===== src/hw/abu_pkg.sv =====
package abu_pkg;

   // ----------------------------------------------------------------
   // Register map (printed offsets are not all multiples of four,
   // so each is an index and the byte address is four times it)
   // ----------------------------------------------------------------
   localparam logic [15:0] ABU_IDX_ADDR_HIGH = 16'hfe0c;
   localparam logic [15:0] ABU_IDX_ADDR_LOW = 16'hfe0d;
   localparam logic [15:0] ABU_IDX_CTRL = 16'hfe0e;
   localparam logic [15:0] ABU_IDX_FLAG_CTRL = 16'hfe0f;
   localparam logic [15:0] ABU_IDX_SYS_STATUS = 16'hfe10;
   localparam logic [15:0] ABU_IDX_IRQ_STATUS = 16'hfe11;
   localparam logic [15:0] ABU_IDX_IRQ_MASK = 16'hfe12;

   // ----------------------------------------------------------------
   // Field positions and reset values
   // ----------------------------------------------------------------
   localparam int ABU_BIT_MATCH_EN = 7;
   localparam int ABU_BIT_ACTIVE = 6;
   localparam int ABU_BIT_CLR_EN = 7;
   localparam int ABU_BIT_WAIT_EXIT = 1;
   localparam int ABU_EV_BREAK = 0;
   localparam int ABU_EV_WAKE = 1;
   localparam int ABU_EV_END = 2;
   localparam int ABU_NUM_EV = 3;
   localparam logic [7:0] ABU_BYTE_RST = 8'h00;
   localparam logic [ABU_NUM_EV-1:0] ABU_EV_RST = 3'h0;

   // ----------------------------------------------------------------
   // Break vectors
   // ----------------------------------------------------------------
   localparam logic [15:0] ABU_VEC_USER = 16'hfffc;
   localparam logic [15:0] ABU_VEC_MONITOR = 16'hfefc;
   localparam logic [7:0] ABU_SOFT_INT_OPCODE = 8'h83;

   typedef enum logic [1:0] {
      ABU_IDLE,
      ABU_PENDING,
      ABU_IN_BREAK
   } abu_state_type;

   // Request from the CPU sequencer
   typedef struct packed {
      logic [15:0] addr;
      logic addr_valid;
      logic last_cycle;
      logic ret_from_int;
      logic wait_mode;
      logic stop_mode;
      logic monitor_mode;
      logic high_test_voltage;
   } abu_cpu_in_type;

   // Answer to the CPU and chip-side controls
   typedef struct packed {
      logic break_req;
      logic force_opcode;
      logic [7:0] opcode;
      logic [15:0] vector;
      logic in_break;
      logic timer_freeze;
      logic watchdog_disable;
      logic status_clear_allow;
      logic stop_wake;
   } abu_cpu_out_type;

   typedef struct packed {
      abu_state_type state;
      logic [7:0] addr_high;
      logic [7:0] addr_low;
      logic match_en;
      logic active;
      logic clr_en;
      logic wait_exit;
      logic [ABU_NUM_EV-1:0] irq_status;
      logic [ABU_NUM_EV-1:0] irq_mask;
      logic [31:0] prdata;
      logic was_wait;
      logic was_stop;
      logic ack;
   } abu_state_regs_type;

endpackage : abu_pkg


===== src/hw/abu_break_unit.sv =====
// Local design decision: the APB slave port.
`timescale 1ns/10ps
module abu_break_unit
   import abu_pkg::*;
(
   // Clock and reset
   input wire logic pclk,
   input wire logic presetn,
   // APB slave
   input wire logic psel,
   input wire logic penable,
   input wire logic pwrite,
   input wire logic [17:0] paddr,
   input wire logic [31:0] pwdata,
   input wire logic [3:0] pstrb,
   output logic [31:0] prdata,
   output logic pready,
   output logic pslverr,
   // CPU side
   input wire abu_cpu_in_type cpu_in,
   output abu_cpu_out_type cpu_out,
   // Interrupt
   output logic irq
);

   // ----------------------------------------------------------------
   // Bus decode
   // ----------------------------------------------------------------
   localparam int ABU_ADDR_LSB = 2;

   abu_state_regs_type state_reg;
   abu_state_regs_type state_next;
   logic [15:0] idx;
   logic access;
   logic wr;
   logic rd;
   logic mapped;
   logic lane0;
   logic [7:0] wbyte;
   logic match;
   logic sw_break;
   logic trigger;
   logic enter_now;
   logic wake;
   logic [ABU_NUM_EV-1:0] events;

   assign idx = paddr[17:ABU_ADDR_LSB];
   assign access = psel && penable;
   // Writes land on the completing edge; reads are captured one
   // cycle earlier so registered data stands while pready is high
   assign wr = access && pwrite && state_reg.ack;
   assign rd = access && !pwrite && !state_reg.ack;
   assign lane0 = pstrb[0];
   assign wbyte = pwdata[7:0];
   assign mapped = (idx == ABU_IDX_ADDR_HIGH) || (idx == ABU_IDX_ADDR_LOW) ||
                   (idx == ABU_IDX_CTRL) || (idx == ABU_IDX_FLAG_CTRL) ||
                   (idx == ABU_IDX_SYS_STATUS) ||
                   (idx == ABU_IDX_IRQ_STATUS) || (idx == ABU_IDX_IRQ_MASK);
   // One wait state: every access completes in its second access cycle
   assign pready = state_reg.ack;
   assign pslverr = access && !mapped;
   assign prdata = state_reg.prdata;

   // ----------------------------------------------------------------
   // Break detection
   // ----------------------------------------------------------------
   // Comparator gated off in stop mode; stop itself leaves state alone
   assign match = state_reg.match_en && cpu_in.addr_valid &&
                  !cpu_in.stop_mode &&
                  (cpu_in.addr == {state_reg.addr_high,
                                   state_reg.addr_low});
   assign sw_break = wr && lane0 && (idx == ABU_IDX_CTRL) &&
                     wbyte[ABU_BIT_ACTIVE] &&
                     !state_reg.active;
   assign trigger = (match || sw_break) && (state_reg.state == ABU_IDLE);
   assign enter_now = cpu_in.last_cycle;
   // A match or a software break can wake from wait; the comparator is gated off
   // in stop, so only a software break can wake from stop
   assign wake = trigger && (cpu_in.wait_mode || cpu_in.stop_mode);

   always_comb begin
      state_next = state_reg;
      events = '0;
      events[ABU_EV_BREAK] = trigger;
      events[ABU_EV_WAKE] = wake;
      state_next.ack = access && !state_reg.ack;

      // --------------------------------------------------------------
      // Break sequencing
      // --------------------------------------------------------------
      case (state_reg.state)
         ABU_IDLE: begin
            if (trigger) begin
               state_next.state = enter_now ? ABU_IN_BREAK : ABU_PENDING;
            end
         end
         ABU_PENDING: begin
            // Hold the request until the current instruction finishes
            if (cpu_in.last_cycle) begin
               state_next.state = ABU_IN_BREAK;
            end
         end
         ABU_IN_BREAK: begin
            if (cpu_in.ret_from_int) begin
               state_next.state = ABU_IDLE;
               events[ABU_EV_END] = 1'b1;
            end
         end
         default: begin
            state_next.state = ABU_IDLE;
         end
      endcase

      // --------------------------------------------------------------
      // Register writes
      // --------------------------------------------------------------
      if (wr && lane0) begin
         case (idx)
            ABU_IDX_ADDR_HIGH: state_next.addr_high = wbyte;
            ABU_IDX_ADDR_LOW: state_next.addr_low = wbyte;
            ABU_IDX_CTRL: begin
               state_next.match_en = wbyte[ABU_BIT_MATCH_EN];
               state_next.active = wbyte[ABU_BIT_ACTIVE];
            end
            ABU_IDX_FLAG_CTRL: state_next.clr_en = wbyte[ABU_BIT_CLR_EN];
            ABU_IDX_SYS_STATUS: begin
               // Write zero clears and write one is ignored, unlike the active bit
               if (!wbyte[ABU_BIT_WAIT_EXIT]) begin
                  state_next.wait_exit = 1'b0;
               end
            end
            ABU_IDX_IRQ_STATUS: begin
               state_next.irq_status = state_reg.irq_status &
                                       ~wbyte[ABU_NUM_EV-1:0];
            end
            ABU_IDX_IRQ_MASK: state_next.irq_mask = wbyte[ABU_NUM_EV-1:0];
            default: begin
            end
         endcase
      end

      // Hardware sets win over software clears
      if (match) begin
         state_next.active = 1'b1;
      end
      if (wake) begin
         state_next.wait_exit = 1'b1;
      end
      state_next.irq_status = state_next.irq_status | events;
      state_next.was_wait = cpu_in.wait_mode;
      state_next.was_stop = cpu_in.stop_mode;

      // --------------------------------------------------------------
      // Read data, captured in the access cycle
      // --------------------------------------------------------------
      state_next.prdata = '0;
      if (rd) begin
         case (idx)
            ABU_IDX_ADDR_HIGH: state_next.prdata[7:0] = state_reg.addr_high;
            ABU_IDX_ADDR_LOW: state_next.prdata[7:0] = state_reg.addr_low;
            ABU_IDX_CTRL: begin
               state_next.prdata[ABU_BIT_MATCH_EN] = state_reg.match_en;
               state_next.prdata[ABU_BIT_ACTIVE] = state_reg.active;
            end
            ABU_IDX_FLAG_CTRL: begin
               state_next.prdata[ABU_BIT_CLR_EN] = state_reg.clr_en;
            end
            ABU_IDX_SYS_STATUS: begin
               state_next.prdata[ABU_BIT_WAIT_EXIT] = state_reg.wait_exit;
            end
            ABU_IDX_IRQ_STATUS: begin
               state_next.prdata[ABU_NUM_EV-1:0] = state_reg.irq_status;
            end
            ABU_IDX_IRQ_MASK: begin
               state_next.prdata[ABU_NUM_EV-1:0] = state_reg.irq_mask;
            end
            default: begin
            end
         endcase
      end
   end

   // ----------------------------------------------------------------
   // Read data is registered in the first access cycle and stands
   // through the second, in which pready is high
   // ----------------------------------------------------------------
   always_ff @(posedge pclk or negedge presetn) begin
      if (!presetn) begin
         state_reg.state <= ABU_IDLE;
         state_reg.addr_high <= ABU_BYTE_RST;
         state_reg.addr_low <= ABU_BYTE_RST;
         state_reg.match_en <= 1'b0;
         state_reg.active <= 1'b0;
         state_reg.clr_en <= 1'b0;
         state_reg.wait_exit <= 1'b0;
         state_reg.irq_status <= ABU_EV_RST;
         state_reg.irq_mask <= ABU_EV_RST;
         state_reg.prdata <= '0;
         state_reg.was_wait <= 1'b0;
         state_reg.was_stop <= 1'b0;
         state_reg.ack <= 1'b0;
      end else begin
         state_reg <= state_next;
      end
   end

   // ----------------------------------------------------------------
   // CPU outputs
   // ----------------------------------------------------------------
   logic in_break;
   assign in_break = (state_reg.state == ABU_IN_BREAK);

   always_comb begin
      cpu_out = '0;
      cpu_out.break_req = (state_reg.state == ABU_PENDING) ||
                          (trigger && enter_now);
      cpu_out.force_opcode = cpu_out.break_req && cpu_in.last_cycle;
      cpu_out.opcode = ABU_SOFT_INT_OPCODE;
      cpu_out.vector = cpu_in.monitor_mode ? ABU_VEC_MONITOR
                                           : ABU_VEC_USER;
      cpu_out.in_break = in_break;
      cpu_out.timer_freeze = in_break;
      cpu_out.watchdog_disable = in_break &&
                                 cpu_in.high_test_voltage;
      cpu_out.status_clear_allow = !in_break || state_reg.clr_en;
      cpu_out.stop_wake = wake && cpu_in.stop_mode;
   end

   assign irq = |(state_reg.irq_status & state_reg.irq_mask);

endmodule : abu_break_unit


===== config.mk =====
export PLATFORM = sky130hd
export DESIGN_NAME = abu_break_unit
export DESIGN_NICKNAME = d
export VERILOG_FILES = /design/src/hw/abu_pkg.sv /design/src/hw/abu_break_unit.sv
export SDC_FILE = /design/constraint.sdc
export NUM_CORES = 1
export LEC_CHECK = 0
export ABC_CLOCK_PERIOD_IN_PS = 5100
export BUFFER_PORTS_ARGS = -buffer_cell sky130_fd_sc_hd__clkbuf_2
export CORE_MARGIN = 5
export CORE_UTILIZATION = 47
export DETAILED_ROUTE_END_ITERATION = 8
export PLACE_DENSITY_LB_ADDON = 0.1
export SLEW_MARGIN = 25
export SYNTH_ARGS = -nofsm -noshare
export SYNTH_HDL_FRONTEND = slang
export SYNTH_SLANG_ARGS = --single-unit

===== constraint.sdc =====
create_clock -name pclk -period 5.1 [get_ports pclk]
set_input_delay 0.51 -clock pclk [delete_from_list [all_inputs] [get_ports pclk]]
set_output_delay 0.51 -clock pclk [all_outputs]
set_load 0.02 [all_outputs]

# == Word-level counts from Yosys, hierarchy flattened ==
# Index checks and enable logic that the tools add are counted.
# word_totals
romBits,0
regBits,37
input_bits,82
ram_bits,0
memories,0
elab_cells,103
out_inout_bits,66
latchBits,0
# classes
n_mul,0
mux,24
add_sub_neg,0
shift,0
n_bitwise,4
n_eq_ne,14
magnitude_cmp,0
n_div,0
reduce_logical,50
# op_table
cell,n
"== test 16 bit, second input constant",7
logical AND 1 bit,20
two-way mux 9 bit,2
== test 16 bit,1
case mux 1 bit (4 select lines),3
AND reduction 2 bit,6
logical OR 1 bit,10
two-way mux 1 bit,8
two-way mux 2 bit,4
two-way mux 8 bit,1
nonzero test 2 bit,4
bitwise AND 3 bit,2
logical NOT 1 bit,6
two-way mux 3 bit,2
"inequality test 2 bit, second input constant",3
case mux 2 bit (3 select lines),1
case mux 3 bit (2 select lines),1
AND reduction 3 bit,2
case mux 1 bit (5 select lines),1
inverter 3 bit,1
bitwise OR 3 bit,1
case mux 1 bit (3 select lines),1
OR reduction 3 bit,1
"== test 2 x 1 -> 1 bit, second input constant",1
other kinds (3),3

# == Longest topological paths before layout ==
# Gate-level depths: netlist (run 1).
# logic_depth
depth_word,12
ltp_mapped,7
mapped_depth_nobuf,5

# == Least setup slack after synthesis (run 1) ==
# No wires, ideal clock.
# synth_path
path_type,input to output
startpoint,in paddr[17]
endpoint,out cpu_out[30] (netlist bit)
path_stages,6
t_arrival_ps,2314
n_path_buf,1
required_ps,4590
path_slack_ps,2276
path_cell_list,nand4_1 or4_1 buf_2 nor4_1 a211oi_1 nor3_1
# synth_rtl
element,line_no,rtl
start: declaration,abu_break_unit.sv:13,"input wire logic [17:0] paddr,"
end: declaration,abu_break_unit.sv:21,"output abu_cpu_out_type cpu_out,"

==> results of run 1 <==
[per-layer routing]
metal / track usage / wire [um] / vias up
li1: - / - / 868
met1: 0.196 / 2310 / 800
met2: 0.244 / 2480 / 77
met3: 0.0465 / 445 / 4
met4: 0.0401 / 34 / 0
met5: 0 / 0 / -
[Yosys cell counts, drive strengths merged, types with 2 or more instances]
library cell,count
and4,2
a31o,2
or4,2
mux2,25
mux2i,4
a222oi,2
nor2b,3
and3,2
or3,4
a22oi,2
nor3,9
conb,2
nand4,7
dfrtp,37
o21ai,2
inv,8
buf,61
xnor2,16
nand2b,3
nor4,4
nand3,10
nor2,14
nand2,10
[how the worst max path moves through the flow]
stage	to	slack [ns]	cells past startpoint
5_1_grt	cpu_out[30]	1.76	7
3_3_place_gp	cpu_out[30]	1.94	7
6_report	cpu_out[30]	1.96	7
2_1_floorplan	cpu_out[30]	2.28	6
4_1_cts	cpu_out[30]	1.95	7
3_5_place_dp	cpu_out[30]	1.94	7
[layout by cell type (no fill, tap or decap), drive strengths merged, types with 2 or more instances in the layout]
cell	instances
a222oi	2
a22oi	2
a31o	2
and3	2
and4	2
clkbuf	77
conb	47
dfrtp	37
inv	8
mux2	25
mux2i	4
nand2	10
nand2b	3
nand3	10
nand4	7
nor2	14
nor2b	3
nor3	9
nor4	4
o21ai	2
or3	4
or4	2
xnor2	16
[power by group through the flow]
stage               combinational (mW)  clock, mW  sequential (mW)
CTS                             0.0848      0.269            0.296
finish                          0.0851      0.264            0.296
global placement                0.0844          0            0.302
floorplan                       0.0771          0            0.302
global route                    0.0929      0.280            0.296
detailed placement              0.0845          0            0.302
[cell families after synthesis]
kind of cell / count (synthesis) / share of synthesized area
AO/OA/AOI/OAI: 16 / 0.0507
XOR/XNOR: 16 / 0.0562
buffers and inverters: 70 / 0.198
flip-flops: 37 / 0.371
multiplexers: 30 / 0.162
other: 2 / 0.00301
AND/OR/NAND/NOR: 74 / 0.158
[metrics by stage]
stage               setup WS [ns]  power (mW)  hold WS (ns)  instance area (um^2)  cells
floorplan                    2.28       0.379         0.214                  2660    290
global placement             1.94       0.386         0.482                  2640    369
detailed placement           1.94       0.386         0.494                  2640    369
CTS                          1.95       0.650         0.381                  2760    377
global route                 1.76       0.668         0.397                  2760    377
finish                       1.96       0.644         0.314                  2760    377
[worst max-delay path: stages]
cell and delay, ns:
clkbuf_2 0.25, nand2b_1 0.28, or3b_2 0.48, nor4_1 0.51, a211oi_1 0.20, nor3_1 0.20, clkbuf_2 0.19
[final cells by class]
type	instances	area, um^2	area share
Inverter	8	30.0	0.0109
Multi-Input combinational cell	183	1240	0.450
Timing Repair Buffer	71	355	0.129
Clock inverter	1	30.0	0.0109
Sequential cell	37	926	0.336
Clock buffer	7	86.3	0.0313
Tap cell	70	87.6	0.0318
==> flow_summary.yaml, run 1 <==
global_route:
  gr-total-overflow: 0
  grt_pass1_vias: 1781
  grt_max_degree: 38
  antenna_found_initial: 0
  grtUsageTotal: 0.151
  grt_first_pass_wirelength_mm: 8.57
floorplan:
  pin_count: 148
  start_util: 0.485
  fp-row-count: 26
  die_w_um: 82.8
  die_area_mm2: 0.00686
  die_h_um: 82.8
  core-area_mm2: 0.00514
timing:
  fin_skew_ns: 0.00652
  period_share: 0.616
  rsz0062_at_grt: "false"
  tns_ns: 0
  slew_headroom: 0.452
  drv_slew: 0
  fmax_mhz: 318
  setup-violations-final: 0
  min_period_ns: 3.14
  final_hold_viol_count: 0
  worstMarginPinSlew_ns: 0.821
critical_path:
  worstSetupStartpoint: "paddr[2]"
  crit_type: "in -> out"
  worst-r2r-setup-slack_ns: 3.32
  cp-end-kind: "output port"
  reg2reg_depth: 4
  crit_arrival_ns: 2.63
  required_ns: 4.59
  critPathMaxFanout: 15
  cp-start-kind: "input port"
  reg2reg_from: "state_reg[43]$_DFFE_PN0P_"
  reg2reg_to: "state_reg[61]$_DFFE_PN0P_"
synthesis:
  synth-main-ff-cell: "dfrtp_1"
  yosysSeqAreaShare: 0.371
  synth-seq-cells: 37
  synth_area_leaders: "dfrtp_1, buf_4, mux2_4"
  postSynth.asyncResetShare: 1.00
  avgSynthCellArea_um2: 10.2
  synth_top_area_frac: 0.371
  syn_inst: 245
  yosys.area.top_type: "dfrtp_1"
  synth_warnings: 0
  syn_area_mm2: 0.00249
  synth_edf_count: 0
  synth_cell_types: 40
power_and_ir_drop:
  p_leak_nw: 1.46
  p_comb_frac: 0.132
  power_density_mw_per_mm2: 234
  switching_share: 0.257
  pwr-share-clk: 0.409
  power_switching_mw: 0.166
  p_int_mw: 0.479
  pwr-share-seq: 0.459
  vdd_ir_drop_max_mv: 0.147
detailed_routing:
  wirelength_mm: 5.27
  via_count: 1749
  firstDrtPassIters: 4
  drcViolationCount: 0
  first_iter_violations: 121
  wl_per_cell_um: 14.0
  ant_nets: 0
  viasPerCell: 4.64
job:
  cap_violations: 0
clock_tree:
  cts_resized: 0
  clock_latency_ns: 0.29
  clock_path_buffers: 2
  clk_pin_slew_ns: 0.08
  cts-root-buf: "clkbuf_8"
  cts_buffers: 5
  cts_max_level: 2
  ctsHoldBuffers: 0
  cts_setup_buffers: 0
  cts.sinks: 37
  cts_tree: "built"
finish:
  area.growth.synth_to_final_pct: 10.6
  final_nets: 388
  drive_gt1_frac: 0.352
  largest_reg_flops: 28
  fin_util: 0.536
  nFillCells: 487
  n_antenna_cell: 0
placed_design:
  port_buffers: 71
  place_congestion: 0.836
  dp_hpwl_mm: 4.28
worst_hold_path:
  hold_class: "in -> async"
run_status:
  status: "complete, no violations"
Power figures use the tool's default switching activity.
==> run 2, diff against run 1 <==
Settings changed: ABC_CLOCK_PERIOD_IN_PS 5100 to 2700, CORE_UTILIZATION 47 to 40.
Clock period 5.1 ns to 2.7 ns, I/O delays scaled along.
==> run 2 against run 1 <==
  * Non-clock buffer count rose by 5
  * Core utilization fell by 7.4 points
  * Global-route usage fell by 0.47 points
  * Final area rose by 0.50%
  * Sequential power rose by 89%
  * First-iteration DRC count fell by 38%
  * Clock skew barely moved
  * Via count rose by 1.4%
  * Combinational power rose by 92%
  * Die area rose by 15%
  * Total power rose by 72%
  * Hold slack got worse by 0.23 ns
==> flow_summary.yaml, run 2 (synthesized netlist as in run 1, its figures left out) <==
run_status:
  status: "complete, no violations"
critical_path:
  crit_type: "reg -> out"
  cp-start-kind: "flop"
  critPathMaxStageDelay_ns: 0.41
  cp-end-kind: "output port"
  cp.depth: 6
  crit_arrival_ns: 2.11
  crit_path_top_delay_cell: "dfrtp_1"
  critPathBufInv: 1
  required_ns: 2.43
  worst-r2r-setup-slack_ns: 0.96
  path_cells: "xnor2_1 -> nand3_1 -> nor3_1 -> a211oi_1 -> nor3_1 -> clkbuf_2"
  critPathTopFamily: "simple AND/OR/NAND/NOR gates"
  crit_top_cell: "nor3_1"
  reg2reg_to: "state_reg[47]$_DFFE_PN0P_"
  critPathMaxFanout: 4
  reg2reg_depth: 3
  reg2reg_from: "pready$_DFF_PN0_"
floorplan:
  fp-row-count: 28
  die_w_um: 88.9
  die_area_mm2: 0.00791
  die_h_um: 88.9
  start_util: 0.416
  core-area_mm2: 0.00599
  pin_count: 148
finish:
  design_area_mm2: 0.00277
  n_antenna_cell: 0
  fin_util: 0.462
  drive_gt1_frac: 0.360
  final_nets: 393
  area.growth.synth_to_final_pct: 11.1
  multi_input_area_mm2: 0.00124
  largest_reg_flops: 28
  final_cell_mix: "clkbuf_2, conb_1, dfrtp_1"
  final_common_cell: "clkbuf_2"
  seq_area_um2: 926
  nFillCells: 619
detailed_routing:
  firstDrtPassIters: 4
  viasPerCell: 4.60
  drcViolationCount: 0
  via_count: 1774
  ant_nets: 0
  first_iter_violations: 75
  wl_per_cell_um: 14.5
  wirelength_mm: 5.60
global_route:
  grt_first_pass_wirelength_mm: 8.79
  grtUsageTotal: 0.146
  grt_pass1_vias: 1800
  antenna_found_initial: 0
  grt_max_degree: 38
  gr-total-overflow: 0
timing:
  fmax_mhz: 421
  slew_headroom: 0.441
  worstMarginPinSlew_ns: 0.839
  fin_skew_ns: 0.00608
  drv_slew: 0
  setup-violations-final: 0
  rsz0062_at_grt: "false"
  final_hold_viol_count: 0
  tns_ns: 0
  min_period_ns: 2.38
  period_share: 0.880
clock_tree:
  cts_max_level: 2
  cts_tree: "built"
  clk_pin_slew_ns: 0.07
  cts-root-buf: "clkbuf_8"
  cts_setup_buffers: 0
  cts_buffers: 5
  clock_path_buffers: 2
  clock_latency_ns: 0.28
  cts.sinks: 37
  cts_resized: 0
  ctsHoldBuffers: 0
power_and_ir_drop:
  vdd_ir_drop_max_mv: 0.214
  power_density_mw_per_mm2: 400
  p_leak_nw: 1.47
job:
  cap_violations: 0
placed_design:
  port_buffers: 71
  dp_hpwl_mm: 4.59
  place_congestion: 0.793
  post_dp_cell_area_mm2: 0.00268
worst_hold_path:
  hold_class: "in -> async"
[run 2: cell types whose count changed in the layout (fill, tap and decap cells not counted), sizes merged]
cell / previous run / this run
buf: 1 / 6
bufinv: 1 / 0
[run 2: layout make-up]
type / instances / area share
multi-input combinational: 183 / 0.448
clock buffer: 7 / 0.0312
inverter: 8 / 0.0108
timing repair buffer: 76 / 0.142
tap: 75 / 0.0339
sequential: 37 / 0.334
[run 2: layer usage]
metal | wire (um) | global-route usage
met5 | 0 | 0
met4 | 54 | 0.0419
met3 | 404 | 0.0286
met2 | 2680 | 0.231
met1 | 2470 | 0.205
[run 2: metrics by stage]
stage	setup WS, ns	hold slack (ns)	cells	power, mW
6_report	0.324	0.0870	386	1.11
4_1_cts	0.293	0.145	386	1.12
3_5_place_dp	0.290	0.455	379	0.732
2_1_floorplan	0.356	-0.0256	290	0.715
5_1_grt	0.174	0.160	386	1.17
3_3_place_gp	0.295	0.459	379	0.732
[run 2: report_power, final]
| group | total (mW) | internal [mW] | switching (mW) |
|---|---|---|---|
| sequential | 0.559 | 0.556 | 0.00282 |
| combinational | 0.163 | 0.0484 | 0.114 |
| clock | 0.386 | 0.203 | 0.183 |
[run 2: how the worst max path moves through the flow]
stage,start,end
2_1_floorplan,paddr[17],cpu_out[30]
3_3_place_gp,paddr[17],state_reg[49]$_DFFE_PN0P_
3_5_place_dp,paddr[17],state_reg[49]$_DFFE_PN0P_
4_1_cts,state_reg[47]$_DFFE_PN0P_,cpu_out[30]
5_1_grt,state_reg[47]$_DFFE_PN0P_,cpu_out[30]
6_report,state_reg[47]$_DFFE_PN0P_,cpu_out[30]
==> run 3, diff against run 2 <==
Settings changed: SETUP_SLACK_MARGIN from default to 0.4.
==> run 3 against run 2 <==
  * Largest cell class unchanged
  * Via count increased by 2.9%
  * Hold slack got worse by 0.0098 ns
  * Register-to-register slack improved by 0.03 ns
  * Critical path type unchanged
  * Clock power increased by 3%
==> flow_summary.yaml, run 3 (synthesized netlist as in run 1, its figures left out) <==
finish:
  largest_reg_flops: 28
  area.growth.synth_to_final_pct: 15.6
  nFillCells: 624
  n_antenna_cell: 0
  design_area_mm2: 0.00288
  final_nets: 396
  seq_area_um2: 926
  fin_util: 0.481
  final_cell_mix: "clkbuf_2, conb_1, dfrtp_1"
  multi_input_area_mm2: 0.00133
  final_common_cell: "clkbuf_2"
  drive_gt1_frac: 0.408
placed_design:
  dp_hpwl_mm: 4.55
  post_dp_cell_area_mm2: 0.00269
  port_buffers: 71
  place_congestion: 0.784
critical_path:
  reg2reg_to: "state_reg[59]$_DFFE_PN0P_"
  crit_path_top_delay_cell: "dfrtp_1"
  required_ns: 2.43
  critPathMaxStageDelay_ns: 0.41
  crit_type: "reg -> out"
  reg2reg_depth: 3
  cp-start-kind: "flop"
  cp-end-kind: "output port"
  crit_top_cell: "nor3_2"
  reg2reg_from: "pready$_DFF_PN0_"
  worstSetupStartpoint: "state_reg[52]$_DFFE_PN0P_"
  crit_arrival_ns: 1.90
  worst-r2r-setup-slack_ns: 0.99
  critPathMaxFanout: 4
  path_cells: "xnor2_1 -> nand4_1 -> nor3_2 -> a211oi_2 -> nor3_2 -> clkbuf_2"
clock_tree:
  clock_latency_ns: 0.29
  clk_pin_slew_ns: 0.07
  cts-root-buf: "clkbuf_8"
  cts_buffers: 5
  cts_tree: "built"
  cts.sinks: 37
  clock_path_buffers: 2
  cts_max_level: 2
  ctsHoldBuffers: 0
power_and_ir_drop:
  power_density_mw_per_mm2: 391
  p_leak_nw: 1.54
  vdd_ir_drop_max_mv: 0.221
floorplan:
  fp-row-count: 28
  core-area_mm2: 0.00599
  pin_count: 148
  die_area_mm2: 0.00791
  start_util: 0.416
  die_h_um: 88.9
  die_w_um: 88.9
timing:
  worstMarginPinSlew_ns: 0.846
  setup-violations-final: 0
  final_hold_viol_count: 0
  rsz0062_at_grt: "true"
  drv_slew: 0
  fin_skew_ns: 0.00172
  fmax_mhz: 461
  min_period_ns: 2.17
  tns_ns: 0
  period_share: 0.804
  slew_headroom: 0.436
  holdWs_ns: 0.0772
detailed_routing:
  maxUsedRoutingLayer: "met4"
  wl_met2_mm: 2.68
  viasPerCell: 4.69
  wirelength_mm: 5.76
  ant_nets: 0
  wl_per_cell_um: 14.8
  first_iter_violations: 84
  via_count: 1825
  drcViolationCount: 0
  wl_met3_um: 398
  wl_met1_mm: 2.61
  firstDrtPassIters: 4
run_status:
  status: "complete, no violations"
worst_hold_path:
  hold_class: "in -> async"
global_route:
  gr-total-overflow: 0
  grtUsageTotal: 0.147
  antenna_found_initial: 0
  grt_first_pass_wirelength_mm: 8.79
  grt_max_degree: 38
  grt_pass1_vias: 1789
job:
  cap_violations: 0
-- run 3: cell types whose count changed in the layout (fill, tap and decap cells not counted), sizes merged --
cell | previous run | this run
buf | 6 | 9
-- run 3: where the power goes --
part	internal, mW	leakage, nW	switching [mW]
clock	0.203	0.0443	0.194
combinational	0.0528	0.989	0.119
sequential	0.556	0.504	0.00270
-- run 3: what timing repair did --
item                                    4_1_cts  5_1_grt
cloned                                        0        0
setup buffers                                 0        3
pin swaps                                     0        1
resized for setup                             1       11
endpoints found under the setup margin        2        3
-- run 3: layout make-up --
class / instances / area share
multi-input cells: 183 / 0.462
flip-flops and latches: 37 / 0.321
repair buffers: 79 / 0.144
well taps: 75 / 0.0326
clock buffers: 7 / 0.0300
inverters: 8 / 0.0104
-- run 3: how the worst max path moves through the flow --
| stage | endpoint | slack [ns] |
|---|---|---|
| CTS | cpu_out[30] | 0.44 |
| detailed placement | state_reg[57]$_DFFE_PN0P_ | 0.33 |
| global placement | state_reg[56]$_DFFE_PN0P_ | 0.33 |
| floorplan | cpu_out[30] | 0.51 |
| global route | cpu_out[30] | 0.36 |
| finish | cpu_out[30] | 0.53 |
-- run 3: metrics by stage --
stage          setup WS (ns)  total power [mW]  instances
2_1_floorplan          0.511             0.716        290
3_3_place_gp           0.333             0.732        379
3_5_place_dp           0.330             0.733        379
4_1_cts                0.438              1.13        386
5_1_grt                0.364              1.18        389
6_report               0.530              1.13        389
-- run 3: critical path: cells and delay by family (launching register included) --
kind / cells / cell delay [ns]
XOR/XNOR: 1 / 0.27
flip-flops: 1 / 0.41
buffers and inverters: 1 / 0.18
AO/OA/AOI/OAI: 1 / 0.17
AND/OR/NAND/NOR: 3 / 0.57
-- run 3: routing by layer --
| layer | vias to the layer above | track usage |
|---|---|---|
| met4 | 0 | 0.0447 |
| li1 | 885 | - |
| met3 | 6 | 0.0304 |
| met2 | 75 | 0.230 |
| met1 | 859 | 0.205 |
| met5 | - | 0 |
